`config.mk`:
```
export PLATFORM = sky130hd
export DESIGN_NAME = wwd_top
export DESIGN_NICKNAME = d
export VERILOG_FILES = /design/src/pkg/wwd_pkg.sv /design/src/pkg/wwd_cnt_if.sv /design/src/logic/wwd_sync.sv /design/src/logic/wwd_counter.sv /design/src/logic/wwd_top.sv
export SDC_FILE = /design/constraint.sdc
export NUM_CORES = 1
export LEC_CHECK = 0
export ABC_AREA = 1
export BUFFER_PORTS_ARGS = -buffer_cell sky130_fd_sc_hd__buf_4
export CORE_AREA = 2 2 92 94
export CTS_CLUSTER_DIAMETER = 120
export DETAILED_ROUTE_END_ITERATION = 10
export DIE_AREA = 0 0 94 96
export GPL_TIMING_DRIVEN = 0
export PLACE_DENSITY = 0.83
export SYNTH_ARGS = -nofsm -noshare
export SYNTH_HDL_FRONTEND = slang
export SYNTH_SLANG_ARGS = --single-unit
```
`constraint.sdc`:
```
create_clock -name hclk -period 2.8 [get_ports hclk]
set_input_delay 0.14 -clock hclk [delete_from_list [all_inputs] [get_ports hclk]]
set_output_delay 0.14 -clock hclk [all_outputs]
set_load 0.01 [all_outputs]
```
`src/pkg/wwd_pkg.sv`:
```
// Purpose: Shared constants and types of the windowed watchdog block
// Assumes: 32-bit AHB-Lite register window, one clock
// Notes: Byte address of a register is four times its index
package wwd_pkg;

	// ************************************************
	// Sizes
	// ************************************************
	localparam int unsigned PSC_W = 18;
	localparam int unsigned TMR_W = 5;
	localparam int unsigned SRC_N = 4;

	// ************************************************
	// Register indices and byte addresses
	// ************************************************
	localparam logic [29:0] IDX_CON0 = 30'h78;
	localparam logic [29:0] IDX_CON1 = 30'h79;
	localparam logic [29:0] IDX_PSL = 30'h7a;
	localparam logic [29:0] IDX_PSH = 30'h7b;
	localparam logic [29:0] IDX_TMR = 30'h7c;
	localparam logic [31:0] ADDR_CON0 = {IDX_CON0, 2'h0};
	localparam logic [31:0] ADDR_CON1 = {IDX_CON1, 2'h0};
	localparam logic [31:0] ADDR_PSL = {IDX_PSL, 2'h0};
	localparam logic [31:0] ADDR_PSH = {IDX_PSH, 2'h0};
	localparam logic [31:0] ADDR_TMR = {IDX_TMR, 2'h0};

	// ************************************************
	// Field positions
	// ************************************************
	localparam int unsigned SEN_BIT = 0;
	localparam int unsigned PS_LSB = 1;
	localparam int unsigned PS_MSB = 5;
	localparam int unsigned WIN_LSB = 0;
	localparam int unsigned WIN_MSB = 2;
	localparam int unsigned CS_LSB = 4;
	localparam int unsigned CS_MSB = 6;

	// ************************************************
	// Reset values and codes
	// ************************************************
	localparam logic SEN_RST = 1'b0;
	localparam logic [4:0] PS_RST = 5'h0b;
	localparam logic [4:0] PS_FREE = 5'h1f;
	localparam logic [4:0] PS_MAX = 5'h12;
	localparam logic [2:0] CS_RST = 3'h0;
	localparam logic [2:0] CS_FREE = 3'h7;
	localparam logic [2:0] WIN_FREE = 3'h7;
	localparam logic [2:0] CS_LAST = 3'h3;
	localparam logic [1:0] MODE_SW = 2'h1;
	localparam logic [1:0] MODE_OFF = 2'h0;
	localparam logic [TMR_W-1:0] TMR_MAX = 5'h1f;
	localparam logic WVF_RST = 1'b1;
	localparam logic [1:0] HTRANS_IDLE = 2'h0;
	localparam logic HRESP_OKAY = 1'b0;

	// Start-up sequence: load fuse-derived values, then run
	typedef enum logic {ST_LOAD, ST_RUN} wwd_state_t;

endpackage : wwd_pkg

```
`src/pkg/wwd_cnt_if.sv`:
```
// Purpose: Carrier between the control logic and the counter chain
// Assumes: Both ends on hclk
// Notes: period is already mapped, reserved codes removed
`timescale 1ns/1ps
`default_nettype none
interface wwd_cnt_if;
	import wwd_pkg::*;
	logic tick;
	logic clear;
	logic enable;
	logic [4:0] period;
	logic [PSC_W-1:0] psc;
	logic [TMR_W-1:0] tmr;
	logic timeout;
	modport ctl (output tick, clear, enable, period,
		input psc, tmr, timeout);
	modport cnt (input tick, clear, enable, period,
		output psc, tmr, timeout);
endinterface : wwd_cnt_if
`default_nettype wire

```
`src/logic/wwd_sync.sv`:
```
// Purpose: Two-flop synchroniser for a group of pin levels
// Assumes: Bits are independent levels
// Notes: Only the second stage may be read by other logic
`timescale 1ns/1ps
`default_nettype none
module wwd_sync #(
	parameter int unsigned W = 4
) (
	input wire logic hclk,
	input wire logic hresetn,
	input wire logic [W-1:0] din,
	output logic [W-1:0] dout
);
	logic [W-1:0] stage1;

	// First stage feeds only the second
	always_ff @(posedge hclk or negedge hresetn) begin
		if (!hresetn) begin
			stage1 <= '0;
			dout <= '0;
		end else begin
			stage1 <= din;
			dout <= stage1;
		end
	end
endmodule : wwd_sync
`default_nettype wire

```
`src/logic/wwd_counter.sv`:
```
// Purpose: Prescaler and five-bit window counter
// Assumes: tick is a one-cycle pulse per watchdog clock edge
// Notes: Timer steps when the low period bits of the prescaler wrap
`timescale 1ns/1ps
`default_nettype none
module wwd_counter
	import wwd_pkg::*;
(
	input wire logic hclk,
	input wire logic hresetn,
	wwd_cnt_if.cnt cif
);
	logic [PSC_W-1:0] next_psc;
	logic [TMR_W-1:0] next_tmr;
	logic [PSC_W-1:0] mask;
	logic tap;

	// Divide by 2^(5+period): 32 timer steps of 2^period ticks
	assign mask = (18'h1 << cif.period) - 18'h1; // RULE_01
	assign tap = ((cif.psc & mask) == mask);
	assign cif.timeout = cif.tick && cif.enable && !cif.clear && tap &&
		(cif.tmr == TMR_MAX); // RULE_18

	// Clear beats counting
	always_comb begin
		next_psc = cif.psc;
		next_tmr = cif.tmr;
		if (cif.clear) begin
			next_psc = '0; // RULE_19
			next_tmr = '0;
		end else if (cif.tick && cif.enable) begin
			next_psc = cif.psc + 18'h1; // RULE_19
			if (tap) begin
				next_tmr = cif.tmr + 5'h1;
			end
		end
	end

	always_ff @(posedge hclk or negedge hresetn) begin
		if (!hresetn) begin
			cif.psc <= '0; // RULE_14
			cif.tmr <= '0;
		end else begin
			cif.psc <= next_psc;
			cif.tmr <= next_tmr;
		end
	end
endmodule : wwd_counter
`default_nettype wire

```
`src/logic/wwd_top.sv`:
```
// Purpose: Windowed watchdog registers, arming, window and reset logic
// Assumes: Fuse fields are static; clear command comes from hclk logic
// Notes: Zero-wait AHB-Lite slave, read data registered at address phase
`timescale 1ns/1ps
`default_nettype none

// Contract
// RULE_01: Period code 0 divides by 32, each step doubles, code 18 gives 2^23.
// RULE_02: Reserved period codes 19 to 31 act as the shortest interval.
// RULE_03: Period resets to 11 when fuse period is all ones, else fuse value.
// RULE_04: Period field ignores writes unless fuse period is all ones.
// RULE_05: Software enable rules only in fuse mode 01; ignored otherwise.
// RULE_06: Clock select 0 low osc, 1 mid osc, 2 secondary, 3 external.
// RULE_07: Clock select resets to 0 when fuse clock select is all ones.
// RULE_08: Clock select ignores writes unless fuse clock select is all ones.
// RULE_09: Window code sets open share, 7 fully open, each lower 12.5% less.
// RULE_10: Window field reset value comes from fuse window size.
// RULE_11: Window field ignores writes unless fuse window size is all ones.
// RULE_12: Timer bits readable; window closed while they lie below threshold.
// RULE_13: Armed flag readable in status bit 2.
// RULE_14: 18-bit prescaler count readable in three bytes, resets to zero.
// RULE_15: Windowed clear needs a prior control 0 read, else violation.
// RULE_16: Window violation raises reset and clears violation flag.
// RULE_17: Any write to either control register clears the count.
// RULE_18: No valid clear within the period raises a reset.
// RULE_19: Prescaler runs from chosen source, timer from tap; clear zeroes both.
module wwd_top
	import wwd_pkg::*;
(
	input wire logic hclk,
	input wire logic hresetn,
	input wire logic hsel,
	input wire logic [31:0] haddr,
	input wire logic [1:0] htrans,
	input wire logic hwrite,
	input wire logic [2:0] hsize,
	input wire logic [31:0] hwdata,
	input wire logic hready,
	output logic hreadyout,
	output logic [31:0] hrdata,
	output logic hresp,
	input wire logic [1:0] fuse_operating_mode,
	input wire logic [4:0] fuse_period_field,
	input wire logic [2:0] fuse_clock_select_field,
	input wire logic [2:0] fuse_window_size_field,
	input wire logic low_freq_internal_osc,
	input wire logic mid_freq_internal_osc,
	input wire logic secondary_osc,
	input wire logic external_osc,
	input wire logic watchdog_clear_command,
	input wire logic window_violation_set,
	output logic watchdog_reset,
	output logic window_violation_flag,
	output logic watchdog_active
);

	// ************************************************
	// Declarations
	// ************************************************
	wwd_state_t state, next_state;
	logic software_enable_bit, next_sen;
	logic [4:0] period_select, next_ps;
	logic [2:0] clock_source_field, next_cs;
	logic [2:0] window_sel, next_win;
	logic armed, next_armed;
	logic wr_con0, next_wr_con0;
	logic wr_con1, next_wr_con1;
	logic [31:0] next_hrdata;
	logic next_reset;
	logic next_wvf;
	logic [SRC_N-1:0] osc_sync, osc_prev, osc_rise;
	logic addr_ok, rd_req, rd_con0;
	logic windowed, win_open, clr_cmd, clr_valid, violation;
	logic [TMR_W-1:0] threshold;
	logic [4:0] eff_period;
	logic tick;
	wwd_cnt_if cif ();

	// ************************************************
	// Clock source pins and counter chain
	// ************************************************

	// Pins come from other oscillators, so resample first
	wwd_sync #(.W(SRC_N)) u_sync (
		.hclk(hclk),
		.hresetn(hresetn),
		.din({external_osc, secondary_osc, mid_freq_internal_osc,
			low_freq_internal_osc}),
		.dout(osc_sync)
	);

	// Rising-edge detect on the synchronised levels
	always_ff @(posedge hclk or negedge hresetn) begin
		if (!hresetn) begin
			osc_prev <= '0;
		end else begin
			osc_prev <= osc_sync;
		end
	end
	assign osc_rise = osc_sync & ~osc_prev;

	// Reserved sources give no tick, so the watchdog stalls there
	always_comb begin
		tick = 1'b0;
		if (clock_source_field <= CS_LAST) begin
			tick = osc_rise[clock_source_field[1:0]]; // RULE_06
		end
	end

	// Reserved period codes fall back to the shortest interval
	assign eff_period = (period_select > PS_MAX) ? 5'h0 :
		period_select; // RULE_02

	// Mode 1x always runs; 01 follows software; 00 never runs
	assign watchdog_active = (state == ST_RUN) &&
		(fuse_operating_mode[1] ||
		(fuse_operating_mode == MODE_SW && software_enable_bit)); // RULE_05

	assign cif.tick = tick;
	assign cif.enable = watchdog_active;
	assign cif.period = eff_period;
	assign cif.clear = !watchdog_active || clr_valid || wr_con0 ||
		wr_con1 || watchdog_reset; // RULE_17

	wwd_counter u_counter (
		.hclk(hclk),
		.hresetn(hresetn),
		.cif(cif)
	);

	// ************************************************
	// Window and clear command
	// ************************************************

	// Threshold is (7 - window) * 4 on the five timer bits
	assign threshold = {~window_sel, 2'h0}; // RULE_09
	assign win_open = (cif.tmr >= threshold); // RULE_12
	assign windowed = (window_sel != WIN_FREE);
	assign clr_cmd = watchdog_clear_command && watchdog_active;
	// A windowed clear needs arming even when the window is open
	assign clr_valid = clr_cmd && win_open && (armed || !windowed);
	assign violation = clr_cmd && !clr_valid; // RULE_15

	// ************************************************
	// Bus slave
	// ************************************************
	assign addr_ok = hsel && hready && (htrans != HTRANS_IDLE) &&
		htrans[1];
	assign rd_req = addr_ok && !hwrite;
	assign rd_con0 = rd_req && (haddr == ADDR_CON0);
	assign hreadyout = 1'b1;
	assign hresp = HRESP_OKAY;

	// Read mux; unmapped and reserved bits read zero
	always_comb begin
		next_hrdata = '0;
		if (rd_req) begin
			if (haddr == ADDR_CON0) begin
				next_hrdata[PS_MSB:PS_LSB] = period_select;
				next_hrdata[SEN_BIT] = software_enable_bit;
			end else if (haddr == ADDR_CON1) begin
				next_hrdata[CS_MSB:CS_LSB] = clock_source_field;
				next_hrdata[WIN_MSB:WIN_LSB] = window_sel;
			end else if (haddr == ADDR_PSL) begin
				next_hrdata[7:0] = cif.psc[7:0]; // RULE_14
			end else if (haddr == ADDR_PSH) begin
				next_hrdata[7:0] = cif.psc[15:8]; // RULE_14
			end else if (haddr == ADDR_TMR) begin
				next_hrdata[7:3] = cif.tmr; // RULE_12
				next_hrdata[2] = armed; // RULE_13
				next_hrdata[1:0] = cif.psc[17:16]; // RULE_14
			end
		end
	end

	// Writes land in the data phase after the address is taken
	assign next_wr_con0 = addr_ok && hwrite && (haddr == ADDR_CON0);
	assign next_wr_con1 = addr_ok && hwrite && (haddr == ADDR_CON1);

	// ************************************************
	// Control registers
	// ************************************************

	// Fuses are ports, so their values load on the first clocked edge
	always_comb begin
		next_state = ST_RUN;
		next_sen = software_enable_bit;
		next_ps = period_select;
		next_cs = clock_source_field;
		next_win = window_sel;
		case (state)
			ST_LOAD: begin
				next_ps = (fuse_period_field == PS_FREE) ? PS_RST :
					fuse_period_field; // RULE_03
				next_cs = (fuse_clock_select_field == CS_FREE) ? CS_RST :
					fuse_clock_select_field; // RULE_07
				next_win = fuse_window_size_field; // RULE_10
			end
			ST_RUN: begin
				if (wr_con0) begin
					next_sen = hwdata[SEN_BIT];
					if (fuse_period_field == PS_FREE) begin
						next_ps = hwdata[PS_MSB:PS_LSB]; // RULE_04
					end
				end
				if (wr_con1) begin
					if (fuse_clock_select_field == CS_FREE) begin
						next_cs = hwdata[CS_MSB:CS_LSB]; // RULE_08
					end
					if (fuse_window_size_field == WIN_FREE) begin
						next_win = hwdata[WIN_MSB:WIN_LSB]; // RULE_11
					end
				end
			end
			default: next_state = ST_LOAD;
		endcase
	end

	// Arming by a control 0 read wins over a same-cycle disarm
	always_comb begin
		next_armed = armed;
		if (!watchdog_active || clr_cmd || watchdog_reset) begin
			next_armed = 1'b0;
		end
		if (rd_con0) begin
			next_armed = 1'b1; // RULE_15
		end
	end

	// Hardware clear of the flag wins over a software set
	always_comb begin
		next_reset = violation || cif.timeout; // RULE_16 RULE_18
		next_wvf = window_violation_flag;
		if (window_violation_set) begin
			next_wvf = 1'b1;
		end
		if (violation) begin
			next_wvf = 1'b0; // RULE_16
		end
	end

	always_ff @(posedge hclk or negedge hresetn) begin
		if (!hresetn) begin
			state <= ST_LOAD;
			software_enable_bit <= SEN_RST;
			period_select <= PS_RST;
			clock_source_field <= CS_RST;
			window_sel <= WIN_FREE;
			armed <= 1'b0;
			wr_con0 <= 1'b0;
			wr_con1 <= 1'b0;
			hrdata <= '0;
			watchdog_reset <= 1'b0;
			window_violation_flag <= WVF_RST;
		end else begin
			state <= next_state;
			software_enable_bit <= next_sen;
			period_select <= next_ps;
			clock_source_field <= next_cs;
			window_sel <= next_win;
			armed <= next_armed;
			wr_con0 <= next_wr_con0;
			wr_con1 <= next_wr_con1;
			hrdata <= next_hrdata;
			watchdog_reset <= next_reset;
			window_violation_flag <= next_wvf;
		end
	end
endmodule : wwd_top
`default_nettype wire

```
== Word-level counts from Yosys, hierarchy flattened ==
Index checks and enable logic that the tools add are counted.
Operators by class
  magnitude comparators: 4
  add/sub/neg operators: 3
  reduce and logical (&&, ||, !) cells: 42
  bitwise logic cells: 5
  muxes and demuxes: 34
  shifts and indexed selects: 1
  eq/ne operators: 17
  multiply operators: 0
  div/mod/pow operators: 0
Operators by type and width (count)
  $eq 32x9->1 const B: 5
  $mux 18: 2
  $mux 5: 7
  $mux 8: 4
  $mux 3: 7
  $add 18x1->18 const B: 1
  $and 18x18->18: 1
  $eq 18x18->1: 1
  $logic_and 1x1->1: 18
  $shl 1x5->18 const A: 1
  $sub 18x1->18 const B: 1
  $pmux 3 s2: 2
  $eq 5x5->1 const B: 2
  $ne 2x1->1 const B: 5
  $pmux 5 s2: 1
  $reduce_and 2->1: 5
  $reduce_bool 2->1: 5
  $logic_or 1x1->1: 9
  $mux 1: 8
  $eq 3x3->1 const B: 2
  $mux 6: 1
  $add 5x1->5 const B: 1
  $ge 5x5->1: 1
  $gt 5x5->1 const B: 1
  11 further kinds: 15
Storage, ports and cells
  latch bits: 0
  input port bits: 93
  flip-flop bits (word level): 61
  RAM bits: 0
  memories kept: 0
  bits in read-only memories: 0

== Logic depth before layout (Yosys ltp) ==
  depth after elaboration: 16
  mapped depth: 22
  depth with buffers taken out: 21

== Modules after synthesis ==
From an unflattened synthesis, not the netlist that was laid out.
Second synthesis, totals
  cells, all modules: 597
  area total of the unflattened synthesis: 4169.0 um2
Modules (own cells, without submodules)
  wwd_top: instances 1, seq. area each 759.5 um2, cells an instance 326, area an instance 2209.6 um2
  wwd_counter: instances 1, seq. area each 575.6 um2, cells an instance 263, area an instance 1759.2 um2
  wwd_sync: instances 1, seq. area each 200.2 um2, cells an instance 8, area an instance 200.2 um2

== Worst setup path after synthesis ==
OpenSTA, ideal clock, no wires.
  kind: register -> register
  start: reg period_select[0]
  end: reg u_counter.cif.tmr[2]
  buffers on the path: 1
  stages on the path, launching flop included: 20
  slack: 0.383 ns
  arrival time: 2.296 ns
  clock period less this slack: 2.417 ns
  cells stage by stage: dfstp_2 buf_6 nand2_2 nand2_4 nand2_8 o31ai_2 nand2_4 ha_1 nand2_2 inv_2 nand2_1 o21ai_0 nand3_1 o21ai_0 inv_1 nand3_1 nor2_1 nand4_2 o21bai_1 a21oi_1
Between the ends
  cells in the longest elaborated chain, start to end: 8
Ends and longest elaborated chain
  start: declaration: RTL line wwd_top.sv:62  | logic [4:0] period_select, next_ps;
  start signal: assignment: RTL line wwd_top.sv:258  | period_select <= next_ps;
  $gt 5x5->1: RTL line wwd_top.sv:111  | assign eff_period = (period_select > PS_MAX) ? 5'h0 :
  $mux 5 *: RTL line wwd_top.sv:111
  $shl 1x5->18 *: RTL line wwd_counter.sv:19  | assign mask = (18'h1 << cif.period) - 18'h1;
  $sub 18x1->18 *: RTL line wwd_counter.sv:19
  $and 18x18->18: RTL line wwd_counter.sv:20  | assign tap = ((cif.psc & mask) == mask);
  $eq 18x18->1 *: RTL line wwd_counter.sv:20
  $reduce_bool 2->1 (no source line) *
  $reduce_and 2->1 (no source line) *
  end signal: assignment: RTL line wwd_counter.sv:45  | cif.tmr <= next_tmr;
  end: declaration: RTL line wwd_cnt_if.sv:18  | output psc, tmr, timeout);
Mark *: on every way between the ends. The rest lies on a longest branch, timed or not.
A chain may end at the register's enable or synchronous reset.

== Worst setup path in the final report ==
  start: reg period_select[3]
  end: reg u_counter.cif.tmr[2]
Same word-level chain as after synthesis.

==> impl_metrics.toml <==
[status]
status = "completed"

[global_routing]
track_usage = 0.263
grt_first_pass_wirelength_um = 18200
antenna_found_initial = 0
grt_pass1_vias = 3823
grt_start_max_net_pins = 62
grt_overflow = 0

[logic_synthesis]
syn_inst = 543
synth.avg_cell_area_um2 = 7.58
synthTopCellsByArea = "dfrtp_1 (33%), nand2_1 (8.5%), nor2_1 (5.7%)"
synthMostInstantiatedCell = "nand2_1"
netlist-cell-type-count = 48
ys_seq_elements = 61
ys_async_sr_fraction = 1.00
yosys_most_used_dff = "dfrtp_1"
synth_common_cells = "nand2_1 (93), nor2_1 (63), inv_1 (62)"
synth_seq_area_share = 0.373
yosysWarnings = 0
synth_top_area_cell = "dfrtp_1"
syn-cell-area_um2 = 4110
synth_edf_count = 0
synth_top_cell_area_share = 0.328

[finish]
final_cells = 779
antenna_cells = 0
final_core_util = 0.659
synthToLayoutAreaGrowth_pct = 29.0
layout-drive-gt1-share = 0.285
fin_nets = 770

[worst_setup_path]
path_max_fanout = 9
crit_type = "register to register"
crit_path_end_kind = "register"
critPathMaxStageDelay_ns = 0.37
path_buf_inv = 1
cp_top_family = "simple AND/OR/NAND/NOR gates"
regToRegStartpoint = "period_select[3]"
timing.critical_path.from = "period_select[3]"
crit_path_start_kind = "register"
crit_required_ns = 3.03
critPathArrivalTime_ns = 2.87
crit_top_cell = "nor2_1"
path_cells = "buf_6 > nor2_4 > nand2_4 > nand2_8 > nand3_2 > nor2_4 > nand2_2 > ha_4 > nor2_1 > nor2_1 > nand2_1 > nor2_1 > nand2_1 > nor2_1 > nand3_1 > nor2_2 > nand4_4 > o21bai_1 > a21oi_1"
cpMaxStageDelayCell = "dfstp_2"

[sta]
setup_violations = 0
final_hold_viol_count = 0
max_freq_mhz = 380
whs_ns = 0.0638
post-route-period-util = 0.940
fin_crit_ns = 2.63
drv_slew = 0
worstMarginPinSlew_ns = 0.741
slew_headroom = 0.506
finalClockSkew_ns = 0.00872

[floorplan]
die_area_um2 = 9020
die_y_um = 96
die_w_um = 94
initial_core_util = 0.511
core_area_um2 = 8050
ios = 130
rows = 33

[drt]
via_per_inst = 5.28
route.met2.wl_um = 5440
routedWlPerCell_um = 14.3
dr.max_layer_used = "met4"
wl_met3_um = 614
drt-initial-drc-count = 250
wl_met1_um = 4680
vias = 4116
drtPass1Iterations = 5
wirelength_um = 11100
ant_nets = 0
drc = 0

[clock_tree]
cts_root_buf = "clkbuf_8"
cts_tree = "done"
cts-buffers-inserted = 9
insertion_delay_ns = 0.35
clk_pin_slew_ns = 0.07
htree_levels = 3
cts_buffer_depth = 2
clock_sinks = 61

[power_and_ir_drop]
ir_drop_mv = 0.307
powerDensity_nw_per_um2 = 442
p_leak_uw = 0.00265

[run]
maxCapViolations = 0

[placed_design]
gp_congestion = 0.907
dpl.cell_count = 747
io_buffers = 74
dp.final_hpwl_um = 8660

[min_path]
hold_start = "fuse_period_field[3]"
holdCritPathClass = "input port to register"
-- final timing paths --
| kind | endpoint | depth (start not counted) | slack [ns] |
|---|---|---|---|
| max in group asynchronous | period_select[2] | 2 | 1.87 |
| hold / removal | period_select[3] | 3 | 0.06 |
| min in group asynchronous | u_sync.stage1[1] | 2 | 0.41 |
| setup / recovery | u_counter.cif.tmr[2] | 19 | 0.17 |
| hold reg to reg | u_sync.dout[2] | 0 | 0.35 |
| setup reg to reg | u_counter.cif.tmr[2] | 19 | 0.17 |
-- metal layers --
layer / GRT usage / vias up
met5: 0 / -
met4: 0.121 / 0
met3: 0.0313 / 27
met2: 0.443 / 152
met1: 0.342 / 1916
li1: - / 2021
-- registers in the layout (all words and copies together), names as in the netlist, 3 cells and up --
name                count
u_counter.cif.psc      18
window_sel              3
period_select           5
u_sync.stage1           4
osc_prev                4
u_sync.dout             4
u_counter.cif.tmr       5
hrdata                  8
clock_source_field      3
-- worst reg2reg max path, delay by kind of cell (launching register included) --
family | cells | cell delay, ns
buffers and inverters | 1 | 0.14
and+or+nand+nor | 15 | 1.53
adders and majority gates | 1 | 0.26
DFF | 1 | 0.37
AOI/OAI and AO/OA | 2 | 0.22
-- logic make-up after synthesis --
family	Yosys count	synth area share
compound gates	94	0.135
xor+xnor	2	0.00426
simple gates	268	0.329
flops	61	0.373
buf+inv	108	0.132
other cells	2	0.00183
fa+ha+maj	8	0.0243
-- power breakdown --
part | switching [uW] | internal (uW)
Combinational | 357 | 256
Clock | 374 | 413
Sequential | 24.6 | 917
-- timing repair --
item	4_1_cts	5_1_grt
buffers inserted	1	8
resized for setup	3	12
setup endpoints to repair	2	6
endpoints found under the hold margin	60	0
hold buffers	7	0
pin swaps	1	6
-- area by class of cell --
type | count | area (um2)
Buffer | 37 | 277
Timing Repair Buffer | 90 | 706
Clock inverter | 7 | 75.1
Fill cell | 695 | 2750
Sequential cell | 61 | 1540
Multi-Input combinational cell | 399 | 2190
Inverter | 71 | 269
Clock buffer | 9 | 124
Tap cell | 105 | 131
-- metrics by stage --
stage	power, uW	TNS (ns)	setup slack, ns	cell area [um2]
finish	2340	0	0.168	5310
floorplan	1320	0	0.383	4210
global route	2460	-0.0472	-0.0412	5310
CTS	2290	0	0.0412	5180
detailed placement	1490	-0.0763	-0.0440	4890
global placement	1480	0	0.0492	4890
-- cells in the final DEF (no fill, tap or decap), drive strengths merged, types with 8 or more instances in the layout --
cell    count
clkbuf     13
ha          8
dfrtp      54
a21oi      31
buf       116
nand2     103
a31oi       8
nand4      25
conb       27
nor3        9
nor2       75
nand3      45
inv        70
o21ai      32
(Power assumes the default switching activity.)
